<file path="src/rtl/dvs_defines.svh">
`ifndef DVS_DEFINES_SVH
`define DVS_DEFINES_SVH

`define DVS_CLK_PERIOD_NS       4
`define DVS_SEL_FILTER_NS       90
`define DVS_SEL_FILTER_CYC      ((`DVS_SEL_FILTER_NS + `DVS_CLK_PERIOD_NS - 1) / `DVS_CLK_PERIOD_NS)
`define DVS_STORE_MIN_MS        3
`define DVS_STORE_MIN_CYC       ((`DVS_STORE_MIN_MS * 1000000) / `DVS_CLK_PERIOD_NS)
`define DVS_STORE_BUSY_MS       4
`define DVS_STORE_BUSY_CYC      ((`DVS_STORE_BUSY_MS * 1000000) / `DVS_CLK_PERIOD_NS)
`define DVS_DATA_BITS           8
`define DVS_ADDR_CH1            2'h0
`define DVS_ADDR_CH2            2'h1
`define DVS_BIT_CNT_LAST        3'h7
`define DVS_GAP_BITS            2'h2
`define DVS_NV_RESET            8'h80
`define DVS_SEL_CNT_W           5
`define DVS_BUSY_CNT_W          24

`define DVS_REG_IRQ_STATUS      4'h0
`define DVS_REG_IRQ_ENABLE      4'h4
`define DVS_REG_IRQ_CLEAR       4'h8
`define DVS_REG_CH1             4'hc
`define DVS_IRQ_W               3
`define DVS_IRQ_XFER            0
`define DVS_IRQ_STORE           1
`define DVS_IRQ_RELOAD          2

`endif

</file>
<file path="src/rtl/dvs_pkg.sv">
package dvs_pkg;

    typedef enum logic [2:0]
    {
        DVS_IDLE  = 3'h0,
        DVS_ADDR0 = 3'h1,
        DVS_ADDR1 = 3'h2,
        DVS_DATA  = 3'h3,
        DVS_GAP   = 3'h4,
        DVS_STORE = 3'h5
    } dvs_state_t;

    typedef struct packed
    {
        logic [7:0] ch1;
        logic [7:0] ch2;
    } dvs_pair_t;

    typedef struct packed
    {
        logic [1:0] addr;
        logic [7:0] shift;
        logic [2:0] cnt;
    } dvs_frame_t;

endpackage

</file>
<file path="src/rtl/dvs_serial_ctrl.sv">
// Notes on behaviour
// - Each of two channels holds an 8-bit setting, 256 steps.
// - After reset both channels load from non-volatile storage.
// - Channels are read and written independently; outputs change only at update or at the reload when select goes low.
// - Active settings change without touching stored values.
// - Address and data arrive least significant bit first.
// - A transfer begins only after a start bit of one.
// - Serial input is sampled on each rising serial clock edge.
// - Address 00 selects channel one, address 01 (first bit one, second bit zero) selects channel two.
// - While select is high and no store runs, transfers run and serial output is driven.
// - A shifted setting stays active while select remains high.
// - Select low reloads both channels and floats the serial output.
// - Low spikes on select shorter than the filter time are ignored.
// - The addressed output updates on the cycle after the eighth data bit.
// - During a store, done flag is low, input ignored, output silent.
// - Previously held value shifts out least significant bit first.
//
// Decided for this implementation: the register offsets and the AXI4-Lite interface to the registers.
`include "dvs_defines.svh"

module dvs_serial_ctrl
(
    // Clock and reset.
    input  wire logic        ref_clk_in,
    input  wire logic        rst_in,
    // Serial link, sampled on the rising clock edge.
    input  wire logic        select_in,
    input  wire logic        serial_in,
    input  wire logic        store_strobe_in,
    output logic             serial_out,
    output logic             serial_oe_n_out,
    output logic             store_done_flag_out,
    // Channel settings.
    output logic [7:0]       channel_one_output_out,
    output logic [7:0]       channel_two_output_out,
    output logic             irq_out,
    // AXI4-Lite slave.
    input  wire logic [3:0]  s_axi_awaddr,
    input  wire logic        s_axi_awvalid,
    output logic             s_axi_awready,
    input  wire logic [31:0] s_axi_wdata,
    input  wire logic [3:0]  s_axi_wstrb,
    input  wire logic        s_axi_wvalid,
    output logic             s_axi_wready,
    output logic [1:0]       s_axi_bresp,
    output logic             s_axi_bvalid,
    input  wire logic        s_axi_bready,
    input  wire logic [3:0]  s_axi_araddr,
    input  wire logic        s_axi_arvalid,
    output logic             s_axi_arready,
    output logic [31:0]      s_axi_rdata,
    output logic [1:0]       s_axi_rresp,
    output logic             s_axi_rvalid,
    input  wire logic        s_axi_rready
);

    dvs_pkg::dvs_state_t          state_reg,    state_next;
    dvs_pkg::dvs_frame_t          frame_reg,    frame_next;
    dvs_pkg::dvs_pair_t           active_reg,   active_next;
    dvs_pkg::dvs_pair_t           nv_reg,       nv_next;
    logic                         out_reg,      out_next;
    logic                         sel_reg,      sel_next;
    logic [`DVS_SEL_CNT_W-1:0]    sel_cnt_reg,  sel_cnt_next;
    logic [`DVS_BUSY_CNT_W-1:0]   busy_cnt_reg, busy_cnt_next;
    logic [1:0]                   gap_reg,      gap_next;
    logic                         store_strobe_reg,     store_strobe_next;
    logic [7:0]                   held_reg,     held_next;
    logic                         done_reg,     done_next;
    logic [`DVS_IRQ_W-1:0]        ev_status_reg, ev_status_next;
    logic [`DVS_IRQ_W-1:0]        ev_enable_reg, ev_enable_next;
    logic [`DVS_IRQ_W-1:0]        events;
    logic                         aw_reg,  aw_next;
    logic                         w_reg,   w_next;
    logic [3:0]                   awa_reg, awa_next;
    logic [31:0]                  wd_reg,  wd_next;
    logic                         bv_reg,  bv_next;
    logic                         rv_reg,  rv_next;
    logic [31:0]                  rd_reg,  rd_next;
    logic [`DVS_IRQ_W-1:0]        clr;

    function automatic logic [7:0] pick(input dvs_pkg::dvs_pair_t p, input logic [1:0] a);
        pick = (a == `DVS_ADDR_CH2) ? p.ch2 : p.ch1;
    endfunction

    // Select filter: the device sees select low only after it has stayed low for the
    // filter time, so a short glitch cannot wipe the temporary settings.
    always_comb
    begin
        sel_next     = sel_reg;
        sel_cnt_next = '0;
        if (select_in)
        begin
            sel_next = 1'b1;
        end
        else if (sel_reg)
        begin
            sel_cnt_next = sel_cnt_reg + 1'b1;
            if (sel_cnt_reg == `DVS_SEL_CNT_W'(`DVS_SEL_FILTER_CYC - 1))
            begin
                sel_next     = 1'b0;
                sel_cnt_next = '0;
            end
        end
    end

    always_ff @(posedge ref_clk_in)
    begin
        if (rst_in)
        begin
            sel_reg     <= 1'b0;
            sel_cnt_reg <= '0;
        end
        else
        begin
            sel_reg     <= sel_next;
            sel_cnt_reg <= sel_cnt_next;
        end
    end

    // Serial engine.
    always_comb
    begin
        state_next    = state_reg;
        frame_next    = frame_reg;
        active_next   = active_reg;
        nv_next       = nv_reg;
        out_next      = out_reg;
        busy_cnt_next = busy_cnt_reg;
        gap_next      = gap_reg;
        store_strobe_next     = store_strobe_reg | store_strobe_in;
        held_next     = held_reg;
        done_next     = 1'b1;
        events        = '0;
        if (!sel_reg)
        begin
            active_next = nv_reg;
            if (state_reg != dvs_pkg::DVS_STORE)
            begin
                state_next = dvs_pkg::DVS_IDLE;
                store_strobe_next  = 1'b0;
            end
        end
        case (state_reg)
            dvs_pkg::DVS_IDLE:
            begin
                store_strobe_next = 1'b0;
                if (sel_reg && serial_in)
                begin
                    state_next = dvs_pkg::DVS_ADDR0;
                    store_strobe_next  = store_strobe_in;
                end
            end
            dvs_pkg::DVS_ADDR0:
            begin
                if (sel_reg)
                begin
                    frame_next.addr = {1'b0, serial_in};
                    state_next      = dvs_pkg::DVS_ADDR1;
                end
            end
            dvs_pkg::DVS_ADDR1:
            begin
                if (sel_reg)
                begin
                    frame_next.addr  = {serial_in, frame_reg.addr[0]};
                    frame_next.shift = pick(active_reg, {serial_in, frame_reg.addr[0]});
                    frame_next.cnt   = '0;
                    out_next         = frame_next.shift[0];
                    state_next       = dvs_pkg::DVS_DATA;
                end
            end
            dvs_pkg::DVS_DATA:
            begin
                if (sel_reg)
                begin
                    frame_next.shift = {serial_in, frame_reg.shift[7:1]};
                    frame_next.cnt   = frame_reg.cnt + 1'b1;
                    out_next         = frame_reg.shift[1];
                    if (frame_reg.cnt == `DVS_BIT_CNT_LAST)
                    begin
                        // Only the addressed register changes; the other stays put.
                        if (frame_reg.addr == `DVS_ADDR_CH1)
                            active_next.ch1 = frame_next.shift;
                        else if (frame_reg.addr == `DVS_ADDR_CH2)
                            active_next.ch2 = frame_next.shift;
                        held_next  = frame_next.shift;
                        events[`DVS_IRQ_XFER] = 1'b1;
                        gap_next   = '0;
                        state_next = dvs_pkg::DVS_GAP;
                    end
                end
            end
            dvs_pkg::DVS_GAP:
            begin
                gap_next = gap_reg + 1'b1;
                if (gap_reg == `DVS_GAP_BITS - 2'h1)
                begin
                    if (store_strobe_next && frame_reg.addr[1] == 1'b0)
                    begin
                        busy_cnt_next = '0;
                        state_next    = dvs_pkg::DVS_STORE;
                    end
                    else
                    begin
                        state_next = dvs_pkg::DVS_IDLE;
                    end
                end
            end
            dvs_pkg::DVS_STORE:
            begin
                done_next     = 1'b0;
                busy_cnt_next = busy_cnt_reg + 1'b1;
                if (busy_cnt_reg == `DVS_BUSY_CNT_W'(`DVS_STORE_BUSY_CYC - 1))
                begin
                    if (frame_reg.addr == `DVS_ADDR_CH1)
                        nv_next.ch1 = held_reg;
                    else
                        nv_next.ch2 = held_reg;
                    events[`DVS_IRQ_STORE] = 1'b1;
                    done_next  = 1'b1;
                    store_strobe_next  = 1'b0;
                    state_next = dvs_pkg::DVS_IDLE;
                end
            end
            default:
            begin
                state_next = dvs_pkg::DVS_IDLE;
            end
        endcase
        if (sel_reg && !sel_next)
            events[`DVS_IRQ_RELOAD] = 1'b1;
    end

    always_ff @(posedge ref_clk_in)
    begin
        if (rst_in)
        begin
            state_reg    <= dvs_pkg::DVS_IDLE;
            frame_reg    <= '0;
            active_reg   <= {`DVS_NV_RESET, `DVS_NV_RESET};
            nv_reg       <= {`DVS_NV_RESET, `DVS_NV_RESET};
            out_reg      <= 1'b0;
            busy_cnt_reg <= '0;
            gap_reg      <= '0;
            store_strobe_reg     <= 1'b0;
            held_reg     <= '0;
            done_reg     <= 1'b1;
        end
        else
        begin
            state_reg    <= state_next;
            frame_reg    <= frame_next;
            active_reg   <= active_next;
            nv_reg       <= nv_next;
            out_reg      <= out_next;
            busy_cnt_reg <= busy_cnt_next;
            gap_reg      <= gap_next;
            store_strobe_reg     <= store_strobe_next;
            held_reg     <= held_next;
            done_reg     <= done_next;
        end
    end

    assign serial_out             = out_reg;
    // Output driven (enable low) while selected and not storing.
    assign serial_oe_n_out        = !(sel_reg && state_reg != dvs_pkg::DVS_STORE);
    assign store_done_flag_out    = done_reg;
    assign channel_one_output_out = active_reg.ch1;
    assign channel_two_output_out = active_reg.ch2;

    // AXI4-Lite register slave with interrupt status, enable and clear.
    always_comb
    begin
        aw_next  = aw_reg;
        w_next   = w_reg;
        awa_next = awa_reg;
        wd_next  = wd_reg;
        bv_next  = bv_reg;
        rv_next  = rv_reg;
        rd_next  = rd_reg;
        clr      = '0;
        ev_enable_next = ev_enable_reg;
        if (s_axi_awvalid && s_axi_awready)
        begin
            aw_next  = 1'b1;
            awa_next = s_axi_awaddr;
        end
        if (s_axi_wvalid && s_axi_wready)
        begin
            w_next  = 1'b1;
            wd_next = s_axi_wdata;
        end
        if (aw_reg && w_reg)
        begin
            aw_next = 1'b0;
            w_next  = 1'b0;
            bv_next = 1'b1;
            if (awa_reg == `DVS_REG_IRQ_ENABLE)
                ev_enable_next = wd_reg[`DVS_IRQ_W-1:0];
            else if (awa_reg == `DVS_REG_IRQ_CLEAR)
                clr = wd_reg[`DVS_IRQ_W-1:0];
        end
        if (s_axi_bvalid && s_axi_bready)
            bv_next = 1'b0;
        if (s_axi_arvalid && s_axi_arready)
        begin
            rv_next = 1'b1;
            case (s_axi_araddr)
                `DVS_REG_IRQ_STATUS: rd_next = {29'h0, ev_status_reg};
                `DVS_REG_IRQ_ENABLE: rd_next = {29'h0, ev_enable_reg};
                `DVS_REG_CH1:        rd_next = {16'h0, active_reg.ch2, active_reg.ch1};
                default:             rd_next = 32'h0;
            endcase
        end
        if (s_axi_rvalid && s_axi_rready)
            rv_next = 1'b0;
        // A new event beats a clear arriving in the same cycle.
        ev_status_next = (ev_status_reg & ~clr) | events;
    end

    always_ff @(posedge ref_clk_in)
    begin
        if (rst_in)
        begin
            aw_reg        <= 1'b0;
            w_reg         <= 1'b0;
            awa_reg       <= '0;
            wd_reg        <= '0;
            bv_reg        <= 1'b0;
            rv_reg        <= 1'b0;
            rd_reg        <= '0;
            ev_status_reg <= '0;
            ev_enable_reg <= '0;
        end
        else
        begin
            aw_reg        <= aw_next;
            w_reg         <= w_next;
            awa_reg       <= awa_next;
            wd_reg        <= wd_next;
            bv_reg        <= bv_next;
            rv_reg        <= rv_next;
            rd_reg        <= rd_next;
            ev_status_reg <= ev_status_next;
            ev_enable_reg <= ev_enable_next;
        end
    end

    assign s_axi_awready = !aw_reg && !bv_reg;
    assign s_axi_wready  = !w_reg && !bv_reg;
    assign s_axi_bvalid  = bv_reg;
    assign s_axi_bresp   = 2'h0;
    assign s_axi_arready = !rv_reg;
    assign s_axi_rvalid  = rv_reg;
    assign s_axi_rdata   = rd_reg;
    assign s_axi_rresp   = 2'h0;
    assign irq_out       = |(ev_status_reg & ev_enable_reg);

    property p_oe_follows_sel;
        @(posedge ref_clk_in) disable iff (rst_in)
        (!sel_reg) |-> serial_oe_n_out;
    endproperty
    a_oe_follows_sel: assert property (p_oe_follows_sel) else $error("output driven unselected");

    property p_reload;
        @(posedge ref_clk_in) disable iff (rst_in)
        (!sel_reg && state_reg != dvs_pkg::DVS_STORE) |=> (active_reg == $past(nv_reg));
    endproperty
    a_reload: assert property (p_reload) else $error("no reload when deselected");

    property p_store_busy;
        @(posedge ref_clk_in) disable iff (rst_in)
        (state_reg == dvs_pkg::DVS_STORE && busy_cnt_reg != '0) |-> !store_done_flag_out;
    endproperty
    a_store_busy: assert property (p_store_busy) else $error("done flag high in store");

    property p_start;
        @(posedge ref_clk_in) disable iff (rst_in)
        (state_reg == dvs_pkg::DVS_IDLE && !serial_in) |=> state_reg == dvs_pkg::DVS_IDLE;
    endproperty
    a_start: assert property (p_start) else $error("started without start bit");

    property p_update;
        @(posedge ref_clk_in) disable iff (rst_in)
        (sel_reg && select_in && state_reg == dvs_pkg::DVS_DATA
         && frame_reg.cnt == `DVS_BIT_CNT_LAST && frame_reg.addr == `DVS_ADDR_CH1)
        |=> channel_one_output_out == {$past(serial_in), $past(frame_reg.shift[7:1])};
    endproperty
    a_update: assert property (p_update) else $error("channel one not updated");

    property p_bad_addr;
        @(posedge ref_clk_in) disable iff (rst_in)
        (sel_reg && select_in && state_reg == dvs_pkg::DVS_DATA && frame_reg.addr[1])
        |=> $stable(active_reg);
    endproperty
    a_bad_addr: assert property (p_bad_addr) else $error("bad address changed setting");

    property p_filter;
        @(posedge ref_clk_in) disable iff (rst_in)
        (sel_reg && !select_in ##1 select_in) |-> sel_reg;
    endproperty
    a_filter: assert property (p_filter) else $error("short spike dropped select");

    property p_shift_out;
        @(posedge ref_clk_in) disable iff (rst_in)
        (sel_reg && select_in && state_reg == dvs_pkg::DVS_DATA && frame_reg.cnt != `DVS_BIT_CNT_LAST)
        |=> serial_out == $past(frame_reg.shift[1]);
    endproperty
    a_shift_out: assert property (p_shift_out) else $error("read bit wrong");

endmodule

</file>
<file path="config.mk">
export PLATFORM = sky130hd
export DESIGN_NAME = dvs_serial_ctrl
export DESIGN_NICKNAME = d
export VERILOG_FILES = /design/src/rtl/dvs_pkg.sv /design/src/rtl/dvs_serial_ctrl.sv
export VERILOG_INCLUDE_DIRS = /design/src /design/src/rtl
export SDC_FILE = /design/constraint.sdc
export NUM_CORES = 1
export LEC_CHECK = 0
export ABC_AREA = 1
export BUFFER_PORTS_ARGS = -buffer_cell sky130_fd_sc_hd__buf_2
export CAP_MARGIN = 15
export CORE_MARGIN = 10
export CORE_UTILIZATION = 49
export CTS_CLUSTER_DIAMETER = 100
export DETAILED_ROUTE_END_ITERATION = 10
export PLACE_DENSITY = 0.7
export SYNTH_ARGS = -nofsm -noshare
export SYNTH_HDL_FRONTEND = slang
export SYNTH_SLANG_ARGS = --single-unit
</file>
<file path="constraint.sdc">
create_clock -name ref_clk_in -period 5 [get_ports ref_clk_in]
set_input_delay 0.5 -clock ref_clk_in [delete_from_list [all_inputs] [get_ports ref_clk_in]]
set_output_delay 0.5 -clock ref_clk_in [all_outputs]
set_load 0.005 [all_outputs]
</file>
==> results of run 1 <==
[cell families (layout without fill, tap and decap cells)]
family | Yosys count | after routing
buffers and inverters | 141 | 188
flip-flops | 123 | 123
adder cells (fa/ha/maj) | 6 | 6
other | 1 | 20
AO/OA/AOI/OAI | 172 | 172
AND/OR/NAND/NOR | 430 | 430
XOR/XNOR | 3 | 3
[power by group]
group	leakage [nW]	internal (mW)	switching, mW	total [mW]
logic	1.67	0.0375	0.0773	0.115
clock network	0.300	0.823	0.447	1.27
registers	0.997	1.00	0.0113	1.01
total	2.97	1.86	0.536	2.40
[worst max-delay path: stages (launching register included)]
cell and delay, ns:
dfxtp_1 0.49, ha_1 0.31, nand3_2 0.16, clkinv_2 0.15
nand3b_4 0.11, nor2_8 0.26, nand3_2 0.24, nand2_1 0.14
a21oi_1 0.08
[through the flow]
stage	setup WS [ns]	cells	power (mW)
after floorplan	3.428	895	1.116
after global placement	2.718	1057	1.146
after detailed placement	2.700	1057	1.147
after CTS	2.916	1089	2.412
after global routing	2.722	1089	2.474
final	2.911	1089	2.397
[cell usage in the layout (no fill, tap or decap), types with 2 or more instances in the layout]
cell type,Yosys,final
o21ai_1,3,3
inv_2,4,4
nand3_1,55,55
o22ai_1,14,14
xor2_1,2,2
o21ai_0,65,65
clkinv_2,1,4
nand2_2,2,2
clkbuf_8,0,3
ha_1,6,6
clkinv_1,2,2
bufinv_16,0,3
clkbuf_1,13,2
nand3_2,4,4
o21bai_1,2,2
clkinv_4,0,2
o211ai_1,7,7
buf_2,7,61
dfxtp_1,123,123
nor2_4,2,2
clkbuf_16,0,17
nor2_2,6,7
nand2_1,222,222
or2_2,8,8
nor2_1,98,97
inv_1,83,83
conb_1,1,20
nand4_1,28,28
a21oi_1,77,77
buf_4,24,5
[worst max-delay path by stage]
stage | depth (start not counted) | end | start
floorplan | 10 | state_reg[0]$_SDFF_PP0_ | busy_cnt_reg[0]$_SDFFE_PP0P_
global placement | 8 | s_axi_rdata[0]$_SDFFE_PP0P_ | s_axi_araddr[1]
detailed placement | 8 | s_axi_rdata[2]$_SDFFE_PP0P_ | s_axi_araddr[1]
CTS | 7 | channel_two_output_out[4]$_SDFF_PP0_ | frame_reg[0]$_SDFFE_PP0P_
global route | 6 | store_strobe_reg$_SDFF_PP0_ | state_reg[1]$_SDFF_PP0_
finish | 8 | nv_reg[5]$_SDFFE_PP0P_ | busy_cnt_reg[0]$_SDFFE_PP0P_
[area by class of cell]
type                    count  area [um2]
clock inverters            10       138.9
fillers                  1158        5105
well taps                 147       183.9
multi-input cells         631        2965
repair buffers             66       342.8
inverters                  90       339.1
clock buffers              22       474.2
flip-flops and latches    123        2462
[per-layer routing]
layer / wire length, um / up-vias / track usage
met4: 389 / 0 / 0.07587
li1: - / 2944 / -
met3: 790 / 34 / 0.04714
met1: 6692 / 2581 / 0.2164
met5: 0 / - / 0
met2: 7451 / 145 / 0.3042
==> impl_metrics.yaml, run 1 <==
drt:
  vias: 5704
  drt_iter0_drc: 518
  drc: 0
  ant_nets: 0
  post_drt_wl_per_cell_um: 14.07
  firstDrtPassIters: 5
  viasPerCell: 5.238
  drt_wl_total_mm: 15.32
synthesis:
  yosys.area.top_type: "dfxtp_1"
  yosysUniqueCellTypes: 38
  synth_top_family_by_area: "simple AND/OR/NAND/NOR gates"
  synth_edf_count: 0
  synth_top_cells_by_count: "nand2_1 (222), dfxtp_1 (123), nor2_1 (98)"
  synthAdderAreaFrac: 0.01252
  synth_area_leaders: "dfxtp_1 (41%), nand2_1 (14%), a21oi_1 (6.4%)"
  syn_area_um2: 5998
  netlist.area_leader.share: 0.4105
  synthCells: 876
  syn_avg_cell_area_um2: 6.847
  ys_ff_latch: 123
  synthSimpleGateAreaFrac: 0.3121
  synth_mux_area_frac: 0
  synth-compound-area-share: 0.1525
  synthXorXnorAreaFrac: 0.004380
  synth.most_common_cell: "nand2_1"
  synthFlopType: "dfxtp_1"
  async_flop_share: 0
  yosys_warnings: 0
  yosysSeqAreaShare: 0.4105
pwr:
  peakVddDrop_mv: 0.2808
  p_leak_nw: 2.970
  power.density_nw_per_um2: 347.0
setup_path:
  crit_path_end_kind: "register"
  worstSetupPathType: "reg -> reg"
  r2r_cells: 8
  crit_required_ns: 5.28
  crit_arrival_ns: 2.37
  r2r_setup_slack_ns: 2.91
  r2r-start: "busy_cnt_reg[0]$_SDFFE_PP0P_"
  crit_path_max_fanout: 17
  start_kind: "register"
  r2r_end: "nv_reg[5]$_SDFFE_PP0P_"
global_route:
  grt_pass1_wl_mm: 24.81
  antenna_found_initial: 0
  grt_max_degree: 51
  grt_usage: 0.1817
  grt_pass1_vias: 5220
  grt.overflow.total: 0
layout:
  area_delta_synth_final_pct: 15.14
  post-route-util: 0.5750
  stdcell_area_um2: 6907
  nNetsFinal: 989
  antenna_cells: 0
  drive_gt1_frac: 0.1338
  largest_reg_flops: 24
clock_tree:
  hold_buffers: 0
  cts_root_buffer: "clkbuf_16"
  cts_resized: 0
  clkTransAtPathRegs_ns: 0.06
  cts_tree: "yes"
  clock_latency_ns: 0.42
  postCtsSetupBuffers: 0
  cts.sinks: 123
  cts_buffers: 17
  cts_max_path_buffers: 2
  h-tree-depth: 4
sta:
  rsz0062_at_grt: "false"
  whs_ns: 0.2602
  setup_viol: 0
  clock_skew_ns: 0.01022
  hold_viol_final: 0
  drv_slew: 0
  tns_ns: 0
  post-route-period-util: 0.4177
  period_needed_ns: 2.089
  slew_headroom: 0.2351
  tightestPinTransition_ns: 1.143
  fmax_mhz: 478.8
floorplanning:
  die_area_um2: 17070
  ios: 115
  initial_utilization: 0.4994
  rows: 40
  coreArea_um2: 12010
  die_x_um: 130.6
  dieHeight_um: 130.6
hold_path:
  min-delay-path-class: "in -> reg"
  worstHoldEndpoint: "s_axi_bvalid$_SDFFE_PP0P_"
  min_delay_path_depth: 2
  min_from: "s_axi_bready"
place:
  gp_congestion: 0.9478
  hpwlAfterDp_mm: 10.88
  post_dp_cell_area_um2: 6294
  io_buffers: 61
status:
  status: "completed"
flow_run:
  cap_violations: 0
Power figures use the tool's default switching activity.
==> run 2, diff against run 1 <==
--- a/config.mk
+++ b/config.mk
@@ -13,7 +13,7 @@
 export CORE_UTILIZATION = 49
 export CTS_CLUSTER_DIAMETER = 100
 export DETAILED_ROUTE_END_ITERATION = 10
-export PLACE_DENSITY = 0.7
+export PLACE_DENSITY = 0.73
 export SYNTH_ARGS = -nofsm -noshare
 export SYNTH_HDL_FRONTEND = slang
 export SYNTH_SLANG_ARGS = --single-unit
==> constraint.sdc (replaced) <==
create_clock -name ref_clk_in -period 1.9 [get_ports ref_clk_in]
set_input_delay 0.19 -clock ref_clk_in [delete_from_list [all_inputs] [get_ports ref_clk_in]]
set_output_delay 0.19 -clock ref_clk_in [all_outputs]
set_load 0.005 [all_outputs]
==> impl_metrics.yaml, run 2 (synthesis results as in run 1) <==
clock_tree:
  cts_buffers: 17
  cts.sinks: 123
  h-tree-depth: 4
  cts_tree: "yes"
  clock_latency_ns: 0.41
  clkTransAtPathRegs_ns: 0.06
  cts_root_buffer: "clkbuf_16"
  cts_max_path_buffers: 2
global_route:
  grt_pass1_wl_mm: 25.27
  grt_usage: 0.1844
  grt_pass1_vias: 5308
  antenna_found_initial: 0
  grt.overflow.total: 0
  grt_max_degree: 32
setup_path:
  crit_arrival_ns: 2.04
  worstSetupPathType: "reg -> reg"
  crit_path_max_fanout: 9
  crit_path_end_kind: "register"
  crit_required_ns: 2.20
  start_kind: "register"
drt:
  firstDrtPassIters: 5
  drc: 0
  drt_iter0_drc: 476
  viasPerCell: 5.211
  post_drt_wl_per_cell_um: 14.02
  drt_wl_total_mm: 15.59
  vias: 5795
  ant_nets: 0
status:
  status: "completed"
sta:
  tns_ns: 0
  hold_viol_final: 0
  clock_skew_ns: 0.006242
  rsz0062_at_grt: "false"
  tightestPinTransition_ns: 0.5082
  fmax_mhz: 576.8
  whs_ns: 0.03453
  slew_headroom: 0.6604
  setup_viol: 0
  period_needed_ns: 1.734
  drv_slew: 0
  post-route-period-util: 0.9125
layout:
  fillCellCount: 1143
  most-common-layout-cells: "nand2_1 (222), dfxtp_1 (123), nor2_1 (97)"
  nNetsFinal: 1012
  stdcell_area_um2: 7091
  drive_gt1_frac: 0.1565
  antenna_cells: 0
  seq_area_um2: 2462
  area_delta_synth_final_pct: 18.21
  multi_input_area_um2: 2978
  final_common_cell: "nand2_1"
  largest_reg_flops: 24
place:
  post_dp_cell_area_um2: 6471
  gp_congestion: 0.9232
  io_buffers: 61
  hpwlAfterDp_mm: 11.28
floorplanning:
  die_x_um: 130.6
  dieHeight_um: 130.6
  initial_utilization: 0.4994
  rows: 40
  ios: 115
  coreArea_um2: 12010
  die_area_um2: 17070
pwr:
  peakVddDrop_mv: 0.7511
  total_power_mw: 6.191
  p_leak_nw: 3.075
  power.density_nw_per_um2: 873.1
flow_run:
  cap_violations: 0
hold_path:
  min-delay-path-class: "in -> reg"
[run 2: metrics by stage]
stage	std cells	utilization	worst slack [ns]
final	1112	0.5903	0.1662
after global routing	1112	0.5903	0.01266
after global placement	1079	0.5388	0.1672
after detailed placement	1079	0.5388	0.1621
after floorplan	895	-	0.3282
after CTS	1112	0.5892	0.1434
[run 2: final timing paths]
path                             start                              endpoint  slack, ns  depth (start not counted)
max          frame_reg[0]$_SDFFE_PP0P_  channel_two_output_out[0]$_SDFF_PP0_       0.17                          7
min                     s_axi_wdata[2]                wd_reg[2]$_SDFFE_PP0P_       0.03                          3
max reg2reg  frame_reg[0]$_SDFFE_PP0P_  channel_two_output_out[0]$_SDFF_PP0_       0.17                          7
min reg2reg  sel_cnt_reg[0]$_SDFF_PP0_             sel_cnt_reg[0]$_SDFF_PP0_       0.46                          1
[run 2: area by class of cell]
type                       instances  area share
multi-input combinational        631      0.4200
sequential                       123      0.3473
timing repair buffer              89     0.07482
clock buffer                      19     0.06388
inverter                          90     0.04800
tap                              147     0.02594
clock inverter                    13     0.02012
[run 2: worst max-delay path, stage by stage (launching register included)]
cell and delay, ns:
dfxtp_1 0.35, ha_1 0.16, ha_1 0.20, nand3_2 0.22, o21ai_0 0.32, inv_1 0.12, o22ai_1 0.18, inv_1 0.06
[run 2: report_power, final]
group | switching, mW | internal (mW) | total [mW]
clock | 1.20 | 2.01 | 3.21
sequential | 0.0325 | 2.63 | 2.66
combinational | 0.202 | 0.112 | 0.315
[run 2: metal layers]
metal  vias up  routed length, um  track usage
met5         -                  0            0
met2       149               7625       0.2994
li1       2970                  -            -
met4         0                395      0.08241
met3        30                807      0.04875
met1      2646               6759       0.2246
[run 2: timing repair]
action,CTS,global route
resized for setup,0,3
hold buffers,1,0
endpoints found under the setup margin,0,15
endpoints found under the hold margin,1,0
buffers inserted,0,0
